<file path="config.mk">
export PLATFORM = sky130hd
export DESIGN_NAME = ctm_device_flat
export DESIGN_NICKNAME = d
export VERILOG_FILES = /design/src/core/ctm_pkg.sv /design/src/core/ctm_link_if.sv /design/src/core/ctm_device.sv /design/src/flat_wrapper.sv
export SDC_FILE = /design/constraint.sdc
export NUM_CORES = 1
export LEC_CHECK = 0
export ABC_AREA = 0
export BUFFER_PORTS_ARGS = -buffer_cell sky130_fd_sc_hd__buf_4
export CAP_MARGIN = 10
export CORE_MARGIN = 1
export CORE_UTILIZATION = 55
export DETAILED_ROUTE_END_ITERATION = 8
export PLACE_DENSITY = 0.75
export SLEW_MARGIN = 20
export SYNTH_ARGS = -nofsm -noshare
export SYNTH_HDL_FRONTEND = slang
export SYNTH_SLANG_ARGS = --single-unit
</file>
<file path="constraint.sdc">
create_clock -name mclk -period 2.5 [get_ports mclk]
set_input_delay 0.125 -clock mclk [delete_from_list [all_inputs] [get_ports mclk]]
set_output_delay 0.125 -clock mclk [all_outputs]
set_load 0.03 [all_outputs]
</file>
<file path="src/core/ctm_pkg.sv">
// Purpose: shared constants and types of the transceiver mode controller
// Assumes: 10 MHz mclk, synchronous active-low reset
// Notes: timing figures are counts of mclk cycles derived from microseconds
package ctm_pkg;
	localparam int CTM_CLK_MHZ = 10;
	localparam int CTM_WAKE_FILTER_US = 1;
	localparam int CTM_TX_TIMEOUT_US = 300;
	localparam int CTM_BUS_TIMEOUT_US = 300;
	localparam int CTM_WAKE_FILTER_CYC = CTM_WAKE_FILTER_US * CTM_CLK_MHZ;
	localparam int CTM_TX_TIMEOUT_CYC = CTM_TX_TIMEOUT_US * CTM_CLK_MHZ;
	localparam int CTM_BUS_TIMEOUT_CYC = CTM_BUS_TIMEOUT_US * CTM_CLK_MHZ;
	localparam int CTM_CNT_W = 16;

	// transceiver modes
	typedef enum logic [1:0] {
		CTM_CAN_OFF = 2'h0,
		CTM_CAN_WAKE = 2'h1,
		CTM_CAN_NORMAL = 2'h2,
		CTM_CAN_RXONLY = 2'h3
	} ctm_can_mode_t;

	// system modes
	typedef enum logic [2:0] {
		CTM_SYS_INIT = 3'h0,
		CTM_SYS_NORMAL = 3'h1,
		CTM_SYS_STOP = 3'h2,
		CTM_SYS_SLEEP = 3'h3,
		CTM_SYS_RESTART = 3'h4,
		CTM_SYS_FAILSAFE = 3'h5,
		CTM_SYS_SWFLASH = 3'h6,
		CTM_SYS_FFLASH = 3'h7
	} ctm_sys_mode_t;

	// diagnostic code field
	localparam logic [2:0] CTM_DIAG_NONE = 3'h0;
	localparam logic [2:0] CTM_DIAG_TX_GND = 3'h1;
	localparam logic [2:0] CTM_DIAG_BUS_DOM = 3'h2;
	localparam logic [2:0] CTM_DIAG_TXRX_SHORT = 3'h3;
	localparam logic [2:0] CTM_DIAG_RX_PIN = 3'h4;
	localparam int CTM_WAKE_REG_ADDR = 0;
endpackage

</file>
<file path="src/core/ctm_link_if.sv">
// Purpose: pins between host controller and transceiver mode logic
// Assumes: one clock, both ends on mclk
// Notes: the command strobe stands in for one decoded SPI word
interface ctm_link_if;
	logic hostTxInput;
	logic hostRxOutput;
	logic cmdValid;
	logic cmdSetMode;
	logic [1:0] cmdCanMode;
	logic cmdSetSys;
	logic [2:0] cmdSysMode;
	logic cmdClearFlags;
	logic [2:0] sysMode;
	logic [1:0] canMode;
	logic busWakeFlag;
	logic [2:0] diagCode;
	logic alertN;

	modport device (
		input hostTxInput, cmdValid, cmdSetMode, cmdCanMode, cmdSetSys,
		input cmdSysMode, cmdClearFlags,
		output hostRxOutput, sysMode, canMode, busWakeFlag, diagCode, alertN
	);
	modport host (
		output hostTxInput, cmdValid, cmdSetMode, cmdCanMode, cmdSetSys,
		output cmdSysMode, cmdClearFlags,
		input hostRxOutput, sysMode, canMode, busWakeFlag, diagCode, alertN
	);
endinterface

</file>
<file path="src/core/ctm_device.sv">
// Purpose: transceiver mode, wake and fault supervision of the device end
// Assumes: bus and receive pin levels arrive asynchronously
// Notes: wake filter, transmit and bus timers count mclk cycles
module ctm_device
	import ctm_pkg::*;
#(
	parameter int WAKE_CYC = ctm_pkg::CTM_WAKE_FILTER_CYC,
	parameter int TXTO_CYC = ctm_pkg::CTM_TX_TIMEOUT_CYC,
	parameter int BUSTO_CYC = ctm_pkg::CTM_BUS_TIMEOUT_CYC
) (
	// clock and reset
	input wire logic mclk,
	input wire logic nrst,
	// link to host
	ctm_link_if.device link,
	// bus side
	input wire logic busDominant,
	input wire logic rxPinSense,
	output logic busDrive,
	output logic driverEnable,
	// alert masks
	input wire logic alertMaskWake,
	input wire logic alertMaskFault
);
	import ctm_pkg::*;

	ctm_can_mode_t canMode;
	ctm_sys_mode_t sysMode;
	logic busS1, busS2, rxS1, rxS2;
	logic [CTM_CNT_W-1:0] wakeCnt, txCnt, busCnt;
	logic wakeEvent, txTimeout, busClamp, shortFault, rxFault;
	logic wakeArmed, wakeFlag, alertFromWake, txInhibit;
	logic [2:0] diag;
	logic rxLow;
	logic isSleepCmd;
	ctm_sys_mode_t next_sysMode;

	function automatic logic modeAllowed(input logic [2:0] s,
		input logic [1:0] m);
		unique case (s)
		CTM_SYS_INIT, CTM_SYS_FFLASH: modeAllowed = (m == CTM_CAN_OFF);
		CTM_SYS_NORMAL: modeAllowed = 1'b1;
		CTM_SYS_STOP, CTM_SYS_SLEEP, CTM_SYS_RESTART:
			modeAllowed = (m == CTM_CAN_OFF) || (m == CTM_CAN_WAKE);
		CTM_SYS_FAILSAFE: modeAllowed = (m == CTM_CAN_WAKE);
		CTM_SYS_SWFLASH: modeAllowed = (m == CTM_CAN_NORMAL);
		endcase
	endfunction

	// pin synchronisers
	always_ff @(posedge mclk) begin
		busS1 <= busDominant;
		busS2 <= busS1;
		rxS1 <= rxPinSense;
		rxS2 <= rxS1;
	end

	// wake filter, active only in wake-capable mode
	always_ff @(posedge mclk) begin
		if (!nrst || !busS2 || canMode != CTM_CAN_WAKE) begin
			wakeCnt <= '0;
		end else if (wakeCnt < CTM_CNT_W'(WAKE_CYC)) begin
			wakeCnt <= wakeCnt + 1'b1;
		end
	end
	assign wakeEvent = (wakeCnt == CTM_CNT_W'(WAKE_CYC - 1)) && busS2
		&& wakeArmed && canMode == CTM_CAN_WAKE;

	// transmit dominant timer
	always_ff @(posedge mclk) begin
		if (!nrst || link.hostTxInput) begin
			txCnt <= '0;
		end else if (txCnt < CTM_CNT_W'(TXTO_CYC)) begin
			txCnt <= txCnt + 1'b1;
		end
	end
	assign txTimeout = (txCnt == CTM_CNT_W'(TXTO_CYC));

	// bus dominant timer in active modes
	always_ff @(posedge mclk) begin
		if (!nrst || !busS2 || canMode == CTM_CAN_WAKE
			|| canMode == CTM_CAN_OFF) begin
			busCnt <= '0;
		end else if (busCnt < CTM_CNT_W'(BUSTO_CYC)) begin
			busCnt <= busCnt + 1'b1;
		end
	end
	assign busClamp = (busCnt == CTM_CNT_W'(BUSTO_CYC));

	// receive pin stuck recessive while bus dominant; short when
	// receive pin copies transmit while bus stays recessive
	assign rxFault = busS2 && rxS2 && canMode == CTM_CAN_NORMAL
		&& busCnt == CTM_CNT_W'(BUSTO_CYC / 2);
	assign shortFault = canMode == CTM_CAN_NORMAL && !busS2
		&& !link.hostTxInput && !rxS2 && !txInhibit;

	assign isSleepCmd = link.cmdValid && link.cmdSetSys
		&& link.cmdSysMode == CTM_SYS_SLEEP;

	// next system mode; a wake beats a sleep command in flight
	always_comb begin
		next_sysMode = sysMode;
		if (wakeEvent && (isSleepCmd || (sysMode != CTM_SYS_NORMAL
			&& sysMode != CTM_SYS_STOP))) begin
			next_sysMode = CTM_SYS_RESTART;
		end else if (link.cmdValid && link.cmdSetSys) begin
			next_sysMode = ctm_sys_mode_t'(link.cmdSysMode);
		end
	end

	// system mode
	always_ff @(posedge mclk) begin
		if (!nrst) begin
			sysMode <= CTM_SYS_INIT;
		end else begin
			sysMode <= next_sysMode;
		end
	end

	// transceiver mode
	always_ff @(posedge mclk) begin
		if (!nrst) begin
			canMode <= CTM_CAN_OFF;
		end else if (next_sysMode == CTM_SYS_FAILSAFE) begin
			canMode <= CTM_CAN_WAKE;
		end else if (next_sysMode == CTM_SYS_INIT
			|| next_sysMode == CTM_SYS_FFLASH) begin
			canMode <= CTM_CAN_OFF;
		end else if (next_sysMode == CTM_SYS_SWFLASH) begin
			canMode <= CTM_CAN_NORMAL;
		end else if ((busClamp || rxFault) && canMode == CTM_CAN_NORMAL
			&& next_sysMode == CTM_SYS_NORMAL) begin
			canMode <= CTM_CAN_RXONLY;
		end else if (link.cmdValid && link.cmdSetMode && !isSleepCmd
			&& modeAllowed(next_sysMode, link.cmdCanMode)) begin
			canMode <= ctm_can_mode_t'(link.cmdCanMode);
		end else if (!modeAllowed(next_sysMode, canMode)) begin
			canMode <= CTM_CAN_WAKE;
		end
	end

	// wake arming: spent by a wake, restored on leaving wake mode
	always_ff @(posedge mclk) begin
		if (!nrst) begin
			wakeArmed <= 1'b1;
		end else if (wakeEvent) begin
			wakeArmed <= 1'b0;
		end else if (canMode != CTM_CAN_WAKE) begin
			wakeArmed <= 1'b1;
		end
	end

	// sticky wake flag, set wins over clear
	always_ff @(posedge mclk) begin
		if (!nrst) begin
			wakeFlag <= 1'b0;
			alertFromWake <= 1'b0;
			rxLow <= 1'b0;
		end else if (wakeEvent) begin
			wakeFlag <= 1'b1;
			alertFromWake <= sysMode == CTM_SYS_STOP
				|| sysMode == CTM_SYS_NORMAL;
			rxLow <= 1'b1;
		end else begin
			if (link.cmdValid && link.cmdClearFlags) begin
				wakeFlag <= 1'b0;
				alertFromWake <= 1'b0;
			end
			if (canMode == CTM_CAN_NORMAL || canMode == CTM_CAN_RXONLY) begin
				rxLow <= 1'b0;
			end
		end
	end

	// diagnostic code and driver inhibit
	always_ff @(posedge mclk) begin
		if (!nrst) begin
			diag <= CTM_DIAG_NONE;
		end else if (txTimeout && canMode == CTM_CAN_NORMAL) begin
			diag <= CTM_DIAG_TX_GND;
		end else if (busClamp) begin
			diag <= CTM_DIAG_BUS_DOM;
		end else if (shortFault) begin
			diag <= CTM_DIAG_TXRX_SHORT;
		end else if (rxFault) begin
			diag <= CTM_DIAG_RX_PIN;
		end else if (link.cmdValid && link.cmdClearFlags) begin
			diag <= CTM_DIAG_NONE;
		end
	end

	always_ff @(posedge mclk) begin
		if (!nrst) begin
			txInhibit <= 1'b0;
		end else if ((txTimeout && canMode == CTM_CAN_NORMAL)
			|| shortFault) begin
			txInhibit <= 1'b1;
		end else if (link.cmdValid && link.cmdSetMode
			&& link.cmdCanMode == CTM_CAN_NORMAL) begin
			txInhibit <= 1'b0;
		end
	end

	// bus driver outputs
	always_ff @(posedge mclk) begin
		if (!nrst) begin
			busDrive <= 1'b1;
			driverEnable <= 1'b0;
		end else begin
			driverEnable <= canMode == CTM_CAN_NORMAL && !txInhibit;
			busDrive <= link.hostTxInput;
		end
	end

	// receive output: bus level in active modes, low after wake
	always_ff @(posedge mclk) begin
		if (!nrst) begin
			link.hostRxOutput <= 1'b1;
		end else if (rxLow) begin
			link.hostRxOutput <= 1'b0;
		end else if (canMode == CTM_CAN_NORMAL
			|| canMode == CTM_CAN_RXONLY) begin
			link.hostRxOutput <= !busS2;
		end else begin
			link.hostRxOutput <= 1'b1;
		end
	end

	assign link.sysMode = sysMode;
	assign link.canMode = canMode;
	assign link.busWakeFlag = wakeFlag;
	assign link.diagCode = diag;
	assign link.alertN = !((alertFromWake && !alertMaskWake)
		|| (diag != CTM_DIAG_NONE && diag != CTM_DIAG_RX_PIN
		&& !alertMaskFault));
endmodule

</file>
<file path="src/flat_wrapper.sv">
// flat-port wrapper written by rule: the top's interface ports become plain ports
module ctm_device_flat import ctm_pkg::*;
#(
	parameter int WAKE_CYC = ctm_pkg::CTM_WAKE_FILTER_CYC,
	parameter int TXTO_CYC = ctm_pkg::CTM_TX_TIMEOUT_CYC,
	parameter int BUSTO_CYC = ctm_pkg::CTM_BUS_TIMEOUT_CYC
)
  (mclk, nrst, busDominant, rxPinSense, busDrive, driverEnable, alertMaskWake, alertMaskFault, link_hostTxInput, link_cmdValid, link_cmdSetMode, link_cmdCanMode, link_cmdSetSys, link_cmdSysMode, link_cmdClearFlags, link_hostRxOutput, link_sysMode, link_canMode, link_busWakeFlag, link_diagCode, link_alertN);
  ctm_link_if link_i ();
  input wire logic mclk;
  input wire logic nrst;
  input wire logic busDominant;
  input wire logic rxPinSense;
  output logic busDrive;
  output logic driverEnable;
  input wire logic alertMaskWake;
  input wire logic alertMaskFault;
  input wire logic [$bits(link_i.hostTxInput)-1:0] link_hostTxInput;
  input wire logic [$bits(link_i.cmdValid)-1:0] link_cmdValid;
  input wire logic [$bits(link_i.cmdSetMode)-1:0] link_cmdSetMode;
  input wire logic [$bits(link_i.cmdCanMode)-1:0] link_cmdCanMode;
  input wire logic [$bits(link_i.cmdSetSys)-1:0] link_cmdSetSys;
  input wire logic [$bits(link_i.cmdSysMode)-1:0] link_cmdSysMode;
  input wire logic [$bits(link_i.cmdClearFlags)-1:0] link_cmdClearFlags;
  output wire logic [$bits(link_i.hostRxOutput)-1:0] link_hostRxOutput;
  output wire logic [$bits(link_i.sysMode)-1:0] link_sysMode;
  output wire logic [$bits(link_i.canMode)-1:0] link_canMode;
  output wire logic [$bits(link_i.busWakeFlag)-1:0] link_busWakeFlag;
  output wire logic [$bits(link_i.diagCode)-1:0] link_diagCode;
  output wire logic [$bits(link_i.alertN)-1:0] link_alertN;
  assign link_i.hostTxInput = link_hostTxInput;
  assign link_i.cmdValid = link_cmdValid;
  assign link_i.cmdSetMode = link_cmdSetMode;
  assign link_i.cmdCanMode = link_cmdCanMode;
  assign link_i.cmdSetSys = link_cmdSetSys;
  assign link_i.cmdSysMode = link_cmdSysMode;
  assign link_i.cmdClearFlags = link_cmdClearFlags;
  assign link_hostRxOutput = link_i.hostRxOutput;
  assign link_sysMode = link_i.sysMode;
  assign link_canMode = link_i.canMode;
  assign link_busWakeFlag = link_i.busWakeFlag;
  assign link_diagCode = link_i.diagCode;
  assign link_alertN = link_i.alertN;
  ctm_device #(.WAKE_CYC(WAKE_CYC), .TXTO_CYC(TXTO_CYC), .BUSTO_CYC(BUSTO_CYC)) u_core (.mclk(mclk), .nrst(nrst), .link(link_i), .busDominant(busDominant), .rxPinSense(rxPinSense), .busDrive(busDrive), .driverEnable(driverEnable), .alertMaskWake(alertMaskWake), .alertMaskFault(alertMaskFault));
endmodule
</file>
## Word-level counts from Yosys, hierarchy flattened

Cells that the tools add are included.

- Logic and storage cells: 155
- Flip-flop bits (word level): 68
- Output and inout bits: 13
- Input bits: 16

- Equality and inequality tests: 25
- Muxes and demuxes: 37
- $add $sub $neg: 3
- Order comparisons: 3
- Bitwise operators: 1
- Reduce and logical (&&, ||, !) cells: 65

Operator list:

| cell | number |
|---|---|
| $add 16x1->16 const B | 3 |
| $eq 16x12->1 const B | 2 |
| $lt 16x12->1 const B | 2 |
| $logic_and 1x1->1 | 26 |
| $mux 1 | 25 |
| $eq 16x11->1 const B | 1 |
| $eq 16x4->1 const B | 1 |
| $lt 16x4->1 const B | 1 |
| $logic_or 1x1->1 | 14 |
| $eq 3x2->1 const B | 4 |
| $eq 3x3->1 const B | 4 |
| $mux 2 | 6 |
| $mux 3 | 4 |
| $reduce_bool 2->1 | 5 |
| $logic_not 1->1 | 9 |
| $eq 2x2->1 const B | 3 |
| $eq 3x1->1 const B | 2 |
| $ne 6x1->1 const B | 1 |
| $pmux 1 s3 | 2 |
| $reduce_or 3->1 | 2 |
| $reduce_bool 5->1 | 1 |
| $eq 2x1->1 const B | 2 |
| $logic_not 2->1 | 2 |
| $ne 4x1->1 const B | 1 |
| 10 further kinds | 11 |

## Longest topological paths before layout

- Word-level depth: 27
- Gate-level depth with buffers: 8
- Mapped depth without buffers: 8

## Worst setup path before layout

OpenSTA, ideal clock, no wires.

- Path kind: register to register
- Start: register u_core.sysMode[1], in the netlist u_core.link.sysMode[1]
- End: register u_core.canMode[0], in the netlist u_core.link.canMode[0]
- Arrival time: 2001 ps
- Setup time: 112 ps
- Period minus slack after synthesis: 2113 ps
- Path slack: 387 ps
- Data required time: 2388 ps
- Buffers on the path: 1
- Cell stages (with the launch flop): 9
- Path through: dfxtp_1 -> buf_2 -> xnor2_1 -> nor2_1 -> a2111o_1 -> and3_1 -> o21ai_2 -> a211oi_1 -> a2111oi_1

- Word-level cells in the longest chain between the ends: 19
- Elaborated cells between the ends (all ways): 39
- Classes of those cells: eq/ne (10); mux (20); reduce/logical (9)

RTL lines:

| element | RTL line | text |
|---|---|---|
| start, declared | ctm_device.sv:28 | `ctm_sys_mode_t sysMode;` |
| start signal, assigned | ctm_device.sv:116 | `sysMode <= next_sysMode;` |
| $ne 3x1->1 / $ne 3x2->1 (equally long branches) | ctm_device.sv:103, ctm_device.sv:104 |  |
| $logic_and 1x1->1 | ctm_device.sv:104 | `&& sysMode != CTM_SYS_STOP))) begin` |
| $logic_or 1x1->1 | ctm_device.sv:103 | `if (wakeEvent && (isSleepCmd \|\| (sysMode != CTM_SYS_NORMAL` |
| $logic_and 1x1->1 | ctm_device.sv:103 |  |
| $mux 3 * | ctm_device.sv:103 |  |
| $eq 3x2->1 (tied with other cells) | ctm_device.sv:40 | `unique case (s)` |
| $reduce_or 3->1 / $reduce_or 2->1 (equally long branches) | ctm_device.sv:40 |  |
| $pmux 1 s3 | ctm_device.sv:40 |  |
| (+3 left out) | -- |  |
| $mux 1 | ctm_device.sv:124 | `end else if (next_sysMode == CTM_SYS_FAILSAFE) begin` |
| $mux 1 | ctm_device.sv:122 | `if (!nrst) begin` |
| $logic_and 1x1->1 | ctm_device.sv:135 | `&& modeAllowed(next_sysMode, link.cmdCanMode)) begin` |
| $mux 2 | ctm_device.sv:134 | `end else if (link.cmdValid && link.cmdSetMode && !isSleepCmd` |
| $mux 2 | ctm_device.sv:131 | `end else if ((busClamp \|\| rxFault) && canMode == CTM_CAN_NORMAL` |
| $mux 2 | ctm_device.sv:129 | `end else if (next_sysMode == CTM_SYS_SWFLASH) begin` |
| $mux 1 | ctm_device.sv:126 | `end else if (next_sysMode == CTM_SYS_INIT` |
| $mux 1 | ctm_device.sv:124 |  |
| end signal, assigned | ctm_device.sv:136 | `canMode <= ctm_can_mode_t'(link.cmdCanMode);` |
| end, declared | ctm_device.sv:27 | `ctm_can_mode_t canMode;` |

Every way passes the cells marked *; elsewhere a longest branch is shown, timed or not. The select of a mux whose other input is x is not followed.
A chain may end at the register's enable or synchronous reset.

## Final worst setup path

- Start: register u_core.canMode[0], in the netlist u_core.link.canMode[0]
- End: register u_core.canMode[0], in the netlist u_core.link.canMode[0]

- Word-level cells in the longest chain between the ends: 18
- Elaborated cells between the ends (all ways): 43
- Classes of those cells: eq/ne (10); mux (19); reduce/logical (14)

RTL lines:

| element | RTL line | text |
|---|---|---|
| $eq 2x1->1 | ctm_device.sv:44, ctm_device.sv:45, ctm_device.sv:67 |  |
| $logic_and 1x1->1 | ctm_device.sv:67 | `&& wakeArmed && canMode == CTM_CAN_WAKE;` |
| $logic_and 1x1->1 | ctm_device.sv:103 |  |
| $mux 3 | ctm_device.sv:103 |  |
| $eq 3x2->1 (tied with other cells) | ctm_device.sv:40 |  |
| $reduce_or 3->1 / $reduce_or 2->1 (equally long branches) | ctm_device.sv:40 |  |
| $pmux 1 s3 | ctm_device.sv:40 |  |
| $mux 1 | ctm_device.sv:131 |  |
| (+2 left out) | -- |  |
| $mux 1 | ctm_device.sv:124 |  |
| $mux 1 | ctm_device.sv:122 |  |
| $logic_and 1x1->1 | ctm_device.sv:135 |  |
| $mux 2 | ctm_device.sv:134 |  |
| $mux 2 | ctm_device.sv:131 |  |
| $mux 2 | ctm_device.sv:129 |  |
| $mux 1 | ctm_device.sv:126 |  |
| $mux 1 | ctm_device.sv:124 |  |

Several ways; a longest one is shown, not always the timed one. The select of a mux whose other input is x is not followed.

==> flow_summary.json <==
{
  "initial_core_util": 0.5703,
  "cts-root-buf": "clkbuf_8",
  "num_vias": 2303,
  "synth_xor_area_frac": 0.06314,
  "die_w_um": 74.78,
  "io_buffer_count": 28,
  "fillers": 458,
  "power.density_nw_per_um2": 625.2,
  "yosys.area_share.adder": 0.02577,
  "wl_per_cell_um": 12.92,
  "netlist-cell-type-count": 50,
  "synth_top_family_by_area": "simple AND/OR/NAND/NOR gates",
  "path_max_fanout": 8,
  "clk_latency_ns": 0.35,
  "grt_util_met2": 0.3504,
  "yosys-top-cells-count": "68 x dfxtp_1, 47 x nor2_1, 20 x and2_1",
  "core_um2": 5107,
  "cp.required_ns": 2.75,
  "grt.total_usage": 0.2183,
  "synth.area.top_cells": "dfxtp_1 47%, nor2_1 6.1%, and2_1 4.3%, xor2_1 3.9%, a21oi_1 2.9%",
  "final_area_um2": 3407,
  "ios": 29,
  "drc": 0,
  "cts-resized-gates": 0,
  "die_h_um": 74.78,
  "row_count": 26,
  "grt_pass1_wl_um": 9039,
  "syn_nets": 342,
  "multi_input_area_um2": 1475,
  "layout_min_cycle_time_ns": 2.093,
  "clk_pin_slew_ns": 0.08,
  "grt_pass1_vias": 2052,
  "synth_edf_count": 0,
  "max-slew-margin-rel": 0.6470,
  "hold_viol": 0,
  "synth_top_area_cell": "dfxtp_1",
  "cts_tree": "done",
  "avgSynthCellArea_um2": 9.102,
  "crit_chain": "nor2b_2 > nand2_2 > a2111o_1 > and3_1 > o21ai_2 > a211oi_1 > a2111oi_1",
  "leakage_nw": 1.375,
  "synth_top_cell_area_share": 0.4674,
  "seq_area_frac_synth": 0.4674,
  "detail-route-antenna-nets": 0,
  "area_growth_pct": 16.97,
  "grt_max_degree": 14,
  "via_per_inst": 5.368,
  "dp_hpwl_um": 3979,
  "overflow": 0,
  "tns_ns": 0,
  "maxCapViolCount": 0,
  "antenna-diode-count": 0,
  "critPathBufInv": 0,
  "drt-initial-drc-count": 88,
  "drive_above_1_share": 0.1504,
  "synthArstFlopShare": 0,
  "grt_antenna_before_repair": 0,
  "hold_class": "in -> reg",
  "clockBufferDepth": 2,
  "crit_type": "reg -> reg",
  "gp_congestion": 0.8402,
  "vdd_ir_drop_max_v": 0.0005645,
  "busiest_layer": "met2",
  "ys.warnings.count": 0,
  "routed_wl_um": 5541,
  "arrival_ns": 2.34,
  "met3_usage": 0.08032,
  "synth_top_flop_cell": "dfxtp_1",
  "grtUsageMet1": 0.2684,
  "status": "finished clean",
  "first_pass_iters": 4,
  "post-route-period-util": 0.8371,
  "rsz0062_at_grt": "false",
  "finClkSkew_ns": 0.007984,
  "cp_slowest_cell": "a2111o_1",
  "finalSetupViolCount": 0,
  "finalMaxSlewViolations": 0,
  "synth-simple-area-share": 0.2960,
  "muxShareOfSynthArea": 0.02448,
  "power_mw": 2.130,
  "die-area_um2": 5591,
  "synth_cells": 320,
  "htree_levels": 3,
  "synth-seq-cells": 68,
  "synth.cell_area_um2": 2913,
  "slowest_delay_ns": 0.49,
  "synth-compound-area-share": 0.09708,
  "cts_num_sinks": 68,
  "cts_made_buffers": 9,
  "synth_most_common_cell": "dfxtp_1",
  "nets": 376,
  "endpoint_kind": "register",
  "tightestPinTransition_ns": 0.5254,
  "placed_area_um2": 3187,
  "path_delay_family": "compound AO/OA/AOI/OAI gates",
  "fmax_ghz": 0.4778,
  "cp-start-kind": "register",
  "seq_area_um2": 1361
}
[path summary, 6_finish.rpt]
kind	startpoint	endpoint	slack, ns	cells after the start
setup reg to reg	u_core.link.canMode[0]$_SDFFE_PN0P_	u_core.link.canMode[0]$_SDFFE_PN0P_	0.41	7
hold / removal	nrst	u_core.wakeArmed$_SDFFE_PN1P_	0.02	2
setup / recovery	u_core.link.canMode[0]$_SDFFE_PN0P_	u_core.link.canMode[0]$_SDFFE_PN0P_	0.41	7
hold reg to reg	u_core.busS1$_DFF_P_	u_core.busS2$_DFF_P_	0.33	0
[sequential cells by signal, summed over array words and instances, names as in the netlist, 2 cells and up]
| signal | flops |
|---|---|
| u_core.link.canMode | 2 |
| u_core.wakeCnt | 16 |
| u_core.link.sysMode | 3 |
| u_core.txCnt | 16 |
| u_core.link.diagCode | 3 |
| u_core.busCnt | 16 |
[cells in the final DEF (no fill, tap or decap), types with 3 or more instances in the layout]
cell / synthesis / layout
a211oi_1: 3 / 3
a21oi_1: 17 / 17
a31oi_1: 3 / 3
and2_1: 20 / 20
and3_1: 11 / 11
and4_1: 3 / 3
buf_4: 0 / 29
clkbuf_8: 0 / 9
dfxtp_1: 68 / 68
ha_1: 6 / 6
inv_1: 12 / 12
mux2i_1: 6 / 6
nand2_1: 16 / 16
nand3_1: 15 / 15
nand4_1: 6 / 6
nand4b_1: 3 / 3
nor2_1: 47 / 47
nor3_1: 7 / 7
o21ai_0: 7 / 7
or3_1: 4 / 4
xnor2_1: 8 / 8
xor2_1: 13 / 13
[routing by layer]
metal,up-vias,share of wire
met3,9,0.044
met1,1076,0.47
met5,-,0
li1,1184,-
met2,34,0.47
met4,0,0.014
[kinds of logic after synthesis]
logic type / count (synthesis)
xor+xnor: 21
compound gates: 44
buf+inv: 20
flops: 68
simple gates: 154
mux: 7
fa+ha+maj: 6
[stage by stage]
stage / utilization / setup slack, ns / cells / hold slack, ns
final: 0.6671 / 0.4072 / 429 / 0.01697
after detailed placement: 0.6240 / 0.4113 / 411 / 0.2307
after global routing: 0.6671 / 0.2213 / 429 / 0.01275
after global placement: 0.6240 / 0.4906 / 411 / 0.2297
after floorplan: - / 0.3866 / 320 / 0.1527
after CTS: 0.6671 / 0.4226 / 429 / 0.004212
[area by class of cell]
cell class | instances | share of cell area
multi-input cells | 232 | 0.4330
flip-flops and latches | 68 | 0.3996
repair buffers | 31 | 0.06978
clock buffers | 9 | 0.03636
well taps | 70 | 0.02571
clock inverters | 7 | 0.02240
inverters | 12 | 0.01322
[report_power, final]
part           switching, mW  leakage (nW)  total, mW  internal (mW)
Sequential            0.0123         0.550       1.11           1.09
Clock                  0.444        0.0958      0.908          0.465
Combinational         0.0634         0.729      0.117         0.0536
[repair_timing]
| item | 4_1_cts | 5_1_grt |
|---|---|---|
| hold endpoints to repair | 2 | 0 |
| endpoints found under the setup margin | 0 | 0 |
| hold buffers | 2 | 0 |
| setup buffers | 0 | 0 |
Note: power is estimated with default switching activity, not from simulation.
